`src/verilog/rmd_params.svh`:
```
`ifndef RMD_PARAMS_SVH
`define RMD_PARAMS_SVH
// command codes seen on the executor command port
`define RMD_OP_REG_REL_TIMED 8'hEB
`define RMD_OP_REG_REL_VELOCITY 8'hE9
`define RMD_OP_DELAY 8'h8C
// register indexes; byte address is four times the index
`define RMD_IDX_STATUS 0
`define RMD_IDX_DELAY 5
`define RMD_ADDR_STATUS 5'h00
`define RMD_ADDR_DELAY 5'h14
// status field positions
`define RMD_ST_STATE_LSB 0
`define RMD_ST_CLR_BUSY 3
`define RMD_ST_DL_ACTIVE 4
`define RMD_ST_HOLD_LSB 5
`define RMD_ST_PTR_LSB 16
// reset values
`define RMD_DELAY_RESET 32'h0000_0000
// timing
`define RMD_SERVO_TICK_NS 120000
`define RMD_CLK_PERIOD_NS 25
// number of operand words fetched from user registers
`define RMD_OPERAND_WORDS 3
`endif

```
`src/verilog/rmd_pkg.sv`:
```
package rmd_pkg;
	// command interpreter states
	typedef enum logic [2:0] {
		RMD_IDLE = 3'b000,
		RMD_FETCH = 3'b001,
		RMD_MOVE = 3'b010,
		RMD_DONE = 3'b011
	} rmd_state_e;
	// which ordinary relative move the fetched operands feed
	typedef enum logic {
		RMD_KIND_TIMED = 1'b0,
		RMD_KIND_VELOCITY = 1'b1
	} rmd_kind_e;
	// command word group from the program executor
	typedef struct packed {
		logic [7:0] opcode;
		logic thread2;
		logic [31:0] arg0;
		logic [15:0] stop_enable;
		logic [15:0] stop_state;
	} rmd_cmd_s;
	// request handed to the ordinary relative move engine
	typedef struct packed {
		rmd_kind_e kind;
		logic [31:0] distance;
		logic [31:0] accel;
		logic [31:0] time_or_vel;
		logic [15:0] stop_enable;
		logic [15:0] stop_state;
	} rmd_move_s;
endpackage

```
`src/verilog/rmd_exec.sv`:
```
`timescale 1ns/1ps
`default_nettype none
`include "rmd_params.svh"

module rmd_exec
	import rmd_pkg::*;
#(
	parameter int TICK_CYCLES = `RMD_SERVO_TICK_NS / `RMD_CLK_PERIOD_NS,
	parameter int PBUF_AW = 10
)
(
	// clock and reset
	input wire logic clk,
	input wire logic arst_n,
	// avalon-mm register slave
	input wire logic [4:0] avs_address,
	input wire logic avs_read,
	input wire logic avs_write,
	input wire logic [3:0] avs_byteenable,
	input wire logic [31:0] avs_writedata,
	output logic [31:0] avs_readdata,
	output logic avs_waitrequest,
	// executor command port
	input wire logic cmd_valid,
	input wire rmd_pkg::rmd_cmd_s cmd,
	output logic cmd_ready,
	output logic cmd_done,
	output logic [1:0] thread_hold,
	// user data register read port
	output logic ureg_rd_req,
	output logic [15:0] ureg_addr,
	input wire logic ureg_rd_valid,
	input wire logic [31:0] ureg_rd_data,
	// ordinary relative move engine
	output logic mv_valid,
	output rmd_pkg::rmd_move_s mv,
	input wire logic mv_ready,
	// host immediate commands and download
	input wire logic clear_program_buffer,
	input wire logic begin_download,
	input wire logic dl_wr_valid,
	input wire logic [15:0] dl_wr_data,
	output logic dl_active,
	output logic [PBUF_AW-1:0] dl_ptr,
	// program buffer write port
	output logic pbuf_we,
	output logic [PBUF_AW-1:0] pbuf_addr,
	output logic [15:0] pbuf_data
);
	localparam int TW = $clog2(TICK_CYCLES);

	// ==========================================================
	// servo tick divider
	// ==========================================================
	logic [TW-1:0] tick_cnt_r, tick_cnt_nxt; // cycles into the servo cycle
	logic tick; // one-cycle enable per servo cycle

	// free-running divider; the only timing reference of the block
	always_comb
	begin
		tick = (tick_cnt_r == TW'(TICK_CYCLES - 1));
		tick_cnt_nxt = tick ? '0 : tick_cnt_r + 1'b1;
	end

	always_ff @(posedge clk or negedge arst_n)
	begin
		if (!arst_n)
			tick_cnt_r <= '0;
		else
			tick_cnt_r <= tick_cnt_nxt;
	end

	// ==========================================================
	// avalon slave handshake
	// ==========================================================
	logic ack_r, ack_nxt; // second cycle of a transfer
	logic [31:0] rdata_r, rdata_nxt; // captured read word
	logic wr_delay; // write to the delay counter takes effect
	logic [31:0] delay_r, delay_nxt; // shared tick delay counter
	logic [1:0] hold_r, hold_nxt; // per thread waiting on delay
	rmd_state_e state_r, state_nxt; // command state
	logic clr_busy_r, clr_busy_nxt; // buffer clear sweep running
	logic dl_active_r, dl_active_nxt; // download in progress
	logic [PBUF_AW-1:0] dl_ptr_r, dl_ptr_nxt; // download write pointer
	logic [31:0] status; // live status word

	// one wait state per transfer: the read word is registered first
	always_comb
	begin
		status = '0;
		status[`RMD_ST_STATE_LSB +: 3] = state_r;
		status[`RMD_ST_CLR_BUSY] = clr_busy_r;
		status[`RMD_ST_DL_ACTIVE] = dl_active_r;
		status[`RMD_ST_HOLD_LSB +: 2] = hold_r;
		status[`RMD_ST_PTR_LSB +: PBUF_AW] = dl_ptr_r;
		ack_nxt = (avs_read | avs_write) & ~ack_r;
		rdata_nxt = rdata_r;
		if (avs_read && !ack_r)
		begin
			unique case (avs_address)
				`RMD_ADDR_STATUS: rdata_nxt = status;
				`RMD_ADDR_DELAY: rdata_nxt = delay_r;
				default: rdata_nxt = '0; // unmapped reads as zero
			endcase
		end
		wr_delay = avs_write & ack_r & (avs_address == `RMD_ADDR_DELAY);
	end

	assign avs_waitrequest = (avs_read | avs_write) & ~ack_r;
	assign avs_readdata = rdata_r;

	always_ff @(posedge clk or negedge arst_n)
	begin
		if (!arst_n)
		begin
			ack_r <= 1'b0;
			rdata_r <= '0;
		end
		else
		begin
			ack_r <= ack_nxt;
			rdata_r <= rdata_nxt;
		end
	end

	// ==========================================================
	// command interpreter and shared delay counter
	// ==========================================================
	logic [1:0] idx_r, idx_nxt; // operand word being fetched
	logic [15:0] uaddr_r, uaddr_nxt; // user register address
	rmd_move_s mv_r, mv_nxt; // move request being built
	logic done_r, done_nxt; // completion pulse
	logic take; // command accepted this cycle
	logic is_delay; // accepted command is a delay
	logic [31:0] bus_word; // delay counter after byte lanes

	// delay priority: command load, then bus write, then tick decrement
	always_comb
	begin
		state_nxt = state_r;
		idx_nxt = idx_r;
		uaddr_nxt = uaddr_r;
		mv_nxt = mv_r;
		done_nxt = 1'b0;
		take = cmd_valid & (state_r == RMD_IDLE);
		is_delay = take & (cmd.opcode == `RMD_OP_DELAY);
		// a waiting thread resumes once the counter has run out
		hold_nxt = (delay_r == '0) ? 2'b00 : hold_r;
		bus_word = delay_r;
		for (int b = 0; b < 4; b++)
		begin
			if (avs_byteenable[b])
				bus_word[8*b +: 8] = avs_writedata[8*b +: 8];
		end
		delay_nxt = delay_r;
		if (is_delay)
		begin
			// one code for both delay flavours; units are host-side only
			// any thread reloads the single counter, last one wins
			if (!cmd.arg0[31])
			begin
				delay_nxt = cmd.arg0;
				// load then wait; set wins over the zero release
				if (cmd.arg0 != '0)
					hold_nxt[cmd.thread2] = 1'b1;
			end
			else
				delay_nxt = 32'(-cmd.arg0);
		end
		else if (wr_delay)
			delay_nxt = bus_word;
		else if (tick && delay_r != '0)
			delay_nxt = delay_r - 32'h0000_0001;
		unique case (state_r)
			RMD_IDLE:
			begin
				if (take)
				begin
					// register moves exist only in thread 1; others ignored
					if (!cmd.thread2 && (cmd.opcode == `RMD_OP_REG_REL_TIMED ||
						cmd.opcode == `RMD_OP_REG_REL_VELOCITY))
					begin
						state_nxt = RMD_FETCH;
						idx_nxt = '0;
						uaddr_nxt = cmd.arg0[15:0]; // starting register N
						mv_nxt.kind = (cmd.opcode == `RMD_OP_REG_REL_TIMED) ?
							RMD_KIND_TIMED : RMD_KIND_VELOCITY;
						mv_nxt.stop_enable = cmd.stop_enable;
						mv_nxt.stop_state = cmd.stop_state;
					end
					else
						state_nxt = RMD_DONE; // delay and unknown codes finish
				end
			end
			RMD_FETCH:
			begin
				// N, N+1, N+2 land in distance, accel, time or velocity
				if (ureg_rd_valid)
				begin
					unique case (idx_r)
						2'd0: mv_nxt.distance = ureg_rd_data;
						2'd1: mv_nxt.accel = ureg_rd_data;
						default: mv_nxt.time_or_vel = ureg_rd_data;
					endcase
					uaddr_nxt = uaddr_r + 16'h0001;
					idx_nxt = idx_r + 2'd1;
					if (idx_r == 2'(`RMD_OPERAND_WORDS - 1))
						state_nxt = RMD_MOVE;
				end
			end
			RMD_MOVE:
			begin
				// the plain move engine does the rest, unchanged
				if (mv_ready)
					state_nxt = RMD_DONE;
			end
			RMD_DONE:
			begin
				done_nxt = 1'b1;
				state_nxt = RMD_IDLE;
			end
			default: state_nxt = RMD_IDLE;
		endcase
	end

	assign cmd_ready = (state_r == RMD_IDLE);
	assign cmd_done = done_r;
	assign thread_hold = hold_r;
	assign ureg_rd_req = (state_r == RMD_FETCH);
	assign ureg_addr = uaddr_r;
	assign mv_valid = (state_r == RMD_MOVE);
	assign mv = mv_r;

	always_ff @(posedge clk or negedge arst_n)
	begin
		if (!arst_n)
		begin
			state_r <= RMD_IDLE;
			idx_r <= '0;
			uaddr_r <= '0;
			mv_r <= '0;
			done_r <= 1'b0;
			delay_r <= `RMD_DELAY_RESET;
			hold_r <= 2'b00;
		end
		else
		begin
			state_r <= state_nxt;
			idx_r <= idx_nxt;
			uaddr_r <= uaddr_nxt;
			mv_r <= mv_nxt;
			done_r <= done_nxt;
			delay_r <= delay_nxt;
			hold_r <= hold_nxt;
		end
	end

	// ==========================================================
	// program buffer clear and download pointer
	// ==========================================================
	logic [PBUF_AW-1:0] clr_addr_r, clr_addr_nxt; // sweep address
	logic we_r, we_nxt; // buffer write strobe
	logic [PBUF_AW-1:0] waddr_r, waddr_nxt; // buffer write address
	logic [15:0] wdata_r, wdata_nxt; // buffer write data

	// the sweep writes zeros to every word; the pointer rewinds only after
	always_comb
	begin
		clr_busy_nxt = clr_busy_r;
		clr_addr_nxt = clr_addr_r;
		dl_active_nxt = dl_active_r;
		dl_ptr_nxt = dl_ptr_r;
		we_nxt = 1'b0;
		waddr_nxt = waddr_r;
		wdata_nxt = wdata_r;
		if (clr_busy_r)
		begin
			we_nxt = 1'b1;
			waddr_nxt = clr_addr_r;
			wdata_nxt = '0;
			clr_addr_nxt = clr_addr_r + 1'b1;
			if (clr_addr_r == '1)
			begin
				clr_busy_nxt = 1'b0;
				dl_ptr_nxt = '0;
			end
		end
		else if (clear_program_buffer)
		begin
			clr_busy_nxt = 1'b1;
			clr_addr_nxt = '0;
			dl_active_nxt = 1'b0;
		end
		else if (begin_download)
			dl_active_nxt = 1'b1;
		else if (dl_active_r && dl_wr_valid)
		begin
			// download words are dropped while a sweep runs
			we_nxt = 1'b1;
			waddr_nxt = dl_ptr_r;
			wdata_nxt = dl_wr_data;
			dl_ptr_nxt = dl_ptr_r + 1'b1;
		end
	end

	assign dl_active = dl_active_r;
	assign dl_ptr = dl_ptr_r;
	assign pbuf_we = we_r;
	assign pbuf_addr = waddr_r;
	assign pbuf_data = wdata_r;

	always_ff @(posedge clk or negedge arst_n)
	begin
		if (!arst_n)
		begin
			clr_busy_r <= 1'b0;
			clr_addr_r <= '0;
			dl_active_r <= 1'b0;
			dl_ptr_r <= '0;
			we_r <= 1'b0;
			waddr_r <= '0;
			wdata_r <= '0;
		end
		else
		begin
			clr_busy_r <= clr_busy_nxt;
			clr_addr_r <= clr_addr_nxt;
			dl_active_r <= dl_active_nxt;
			dl_ptr_r <= dl_ptr_nxt;
			we_r <= we_nxt;
			waddr_r <= waddr_nxt;
			wdata_r <= wdata_nxt;
		end
	end
endmodule
`default_nettype wire

```
`config.mk`:
```
export PLATFORM = sky130hd
export DESIGN_NAME = rmd_exec
export DESIGN_NICKNAME = d
export VERILOG_FILES = /design/src/verilog/rmd_pkg.sv /design/src/verilog/rmd_exec.sv
export VERILOG_INCLUDE_DIRS = /design/src /design/src/verilog
export SDC_FILE = /design/constraint.sdc
export NUM_CORES = 1
export LEC_CHECK = 0
export BUFFER_PORTS_ARGS = -buffer_cell sky130_fd_sc_hd__clkbuf_2
export CORE_ASPECT_RATIO = 1.4
export CORE_MARGIN = 2
export CORE_UTILIZATION = 40
export CTS_BUF_LIST = sky130_fd_sc_hd__clkbuf_8
export DETAILED_ROUTE_END_ITERATION = 10
export PLACE_DENSITY = 0.76
export SETUP_SLACK_MARGIN = 0.15
export SLEW_MARGIN = 30
export SYNTH_ARGS = -nofsm -noshare
export SYNTH_HDL_FRONTEND = slang
export SYNTH_SLANG_ARGS = --single-unit
```
`constraint.sdc`:
```
create_clock -name clk -period 3.1 [get_ports clk]
set_clock_uncertainty 0.2 [all_clocks]
set_input_delay 0.155 -clock clk [delete_from_list [all_inputs] [get_ports clk]]
set_output_delay 0.155 -clock clk [all_outputs]
set_load 0.1 [all_outputs]
```
==> results.json <==
{
  "cts_root_buf": "clkbuf_8",
  "hold_viol": 0,
  "finalSetupViolCount": 0,
  "synth_enable_flop_cells": 0,
  "rsz0062_at_grt": "false",
  "ys_seq_elements": 279,
  "stdcell_count": 2360,
  "ys_seq_area_share_pct": 52.1,
  "numClockSinks": 279,
  "synth_top_area_share_pct": 52.1,
  "fin_nets": 2068,
  "n_antenna_cell": 0,
  "period_share_pct": 92.4,
  "syn_area_sq_um": 13400,
  "clkSlewWorstSetupHoldPaths_ns": 0.07,
  "power_frac_comb_pct": 53.4,
  "cp_data_arrival_time_ns": 3.12,
  "drive_above_1_share_pct": 34.8,
  "vias_per_cell": 5.47,
  "htree_levels": 2,
  "first_global_vias": 13300,
  "worst_slew_pin_slew_ns": 0.797,
  "setup_tns_ns": 0,
  "fmax_ghz": 0.349,
  "synth_area_leader_cell": "dfrtp_1",
  "slew_headroom_pct": 46.9,
  "grt-ovfl-total": 0,
  "critPathKind": "in2reg",
  "drc": 0,
  "initial_core_util_pct": 40.5,
  "drv_slew": 0,
  "crit_path_start_kind": "primary input",
  "grt_pass1_wl_mm": 71.6,
  "p_clk_share_pct": 18.1,
  "syn-num-nets": 1463,
  "cts_buffers": 45,
  "min_period_ns": 2.87,
  "ys.warnings.count": 0,
  "seq_power_share_pct": 28.5,
  "die_area_sq_um": 35000,
  "dp_slack_ns": 0.246,
  "p_per_area_nw_per_um2": 984,
  "switching_share_pct": 55.0,
  "antenna_left": 0,
  "tritoncts": "yes",
  "crit_required_ns": 3.35,
  "io_buffers": 393,
  "worst_slack_ns": 0.234,
  "ios": 394,
  "layout_common_cells": "clkbuf_2, dfrtp_1, dlygate4sd3_1",
  "worst_hold_path_type": "in2async",
  "die_w_microns": 159,
  "post_cts_buffers": 0,
  "p_int_uw": 8400,
  "synthArstFlopShare_pct": 100,
  "dr.pass1.iters": 5,
  "clk_path_buf_depth": 3,
  "synth_area_leaders": "dfrtp_1, mux2_2, nand2_1",
  "ir_drop_mv": 1.35,
  "final_common_cell": "clkbuf_2",
  "design.core.area_sq_um": 33100,
  "track_usage_pct": 26.2,
  "drtIter0Drc": 895,
  "wire_per_inst_microns": 19.8,
  "crit_fanout": 6,
  "outcome": "finished clean",
  "totalWireLength_mm": 46.7,
  "ys.flop_type": "dfrtp_1",
  "num_vias": 12900,
  "dp_hpwl_mm": 31.4,
  "placed_cells": 2087,
  "p_leak_uw": 0.00904,
  "synthCells": 1277,
  "place.gp.congestion": 0.939,
  "synth_area_per_cell_sq_um": 10.5,
  "fp-row-count": 79,
  "end_kind": "register",
  "area_growth_pct": 41.7,
  "grt_start_max_net_pins": 93,
  "worstSkewPairLatency_ns": 0.58,
  "power.switching_uw": 10300,
  "maxCapViolations": 0,
  "synth_cell_types": 64,
  "antenna_found_initial": 1,
  "fp.dieH_microns": 221
}
## cell usage after synthesis, types with 3 or more instances
cell type,count
o41ai_1,6
xnor2_1,37
a31oi_1,10
o31ai_1,14
dfrtp_1,279
and4_1,3
inv_1,26
nand2_1,143
xor2_1,28
a22oi_1,3
buf_2,3
o21a_1,4
nand3_1,32
o22ai_1,14
o41a_1,3
a211o_1,5
nor3_1,22
clkbuf_1,64
a221o_1,3
and3_1,17
o211ai_1,17
a211oi_1,9
nand2b_1,6
a221oi_1,17
nor4_1,13
nor2_1,109
and2_1,3
a21oi_1,52
nand4_1,18
ha_1,14
buf_1,5
nor3b_1,4
a22o_1,5
or3_1,13
mux2_2,132
or4_1,6
o21ai_0,82
mux2i_1,16
o221a_2,4
a31o_2,3
## routing by layer
layer	global-route usage, %	wire (microns)	up-vias
met4	13.8	2580	2
met3	5.42	2970	183
li1	-	-	5799
met5	0	7	-
met1	30.0	17200	6295
met2	45.6	24000	624
## per-stage QoR
step                util [%]  area (sq um)  power, uW  hold slack, ns
global placement        48.5         16100      14900          0.0445
finish                  57.4         19000      18700          0.0126
detailed placement      48.5         16100      15000          0.0449
CTS                     57.3         19000      18700         0.00429
floorplan                  -         13400      13100          -0.341
global route            57.4         19000      19400          0.0375
## critical path, cell delays in order
cell,delay (ns)
dlygate4sd3_1,0.56
clkbuf_2,0.19
nor4_1,0.29
buf_4,0.18
nand3_1,0.10
or3_1,0.46
o31ai_1,0.26
xor2_1,0.24
dlygate4sd3_1,0.61
a22oi_1,0.07
## sequential cells by signal (all words and copies together) (netlist names)
register,cells
mv,129
avs_readdata,32
delay_r,32
pbuf_data,16
ureg_addr,16
tick_cnt_r,13
clr_addr_r,10
dl_ptr,10
pbuf_addr,10
idx_r,2
state_r,2
thread_hold,2
ack_r,1
clr_busy_r,1
cmd_done,1
dl_active,1
pbuf_we,1
## power groups by stage
stage	sequential, uW	clock (uW)	combinational, uW
2_1_floorplan	11200	0	1970
4_1_cts	5300	3460	9920
3_3_place_gp	5290	0	9590
3_5_place_dp	5350	0	9680
6_report	5330	3380	9970
5_1_grt	5450	3620	10300
## path summary, 6_finish.rpt
check	startpoint	to	slack, ns	cells past startpoint
max	cmd[38]	delay_r[29]	0.23	10
min in group clk	avs_writedata[12]	delay_r[12]	0.06	5
min	arst_n	mv[30]	0.01	2
max reg2reg	delay_r[0]	delay_r[8]	0.32	11
max in group asynchronous	arst_n	mv[49]	1.75	3
min reg2reg	avs_readdata[26]	avs_readdata[26]	0.28	2
## final cells by class
type,count,area [sq um]
fill,2694,14100
inverter,26,97.6
sequential,279,6980
multi-input combinational,899,6090
tap,445,557
timing repair buffer,631,4310
clock inverter,22,156
clock buffer,58,798
## cells by family after synthesis
group           after synthesis  synth area share (%)
buf+inv                      99                  2.86
flops                       279                  52.1
mux                         148                  12.3
xor+xnor                     65                  4.25
simple gates                407                  14.3
compound gates              265                  12.9
fa+ha+maj                    14                  1.31
## repair_timing
item                                    in CTS  in global routing
resized for setup                            0                  7
hold endpoints to repair                   478                  0
endpoints found under the setup margin       0                  6
hold buffers                               193                  0
Note: power is estimated with default switching activity, not from simulation.
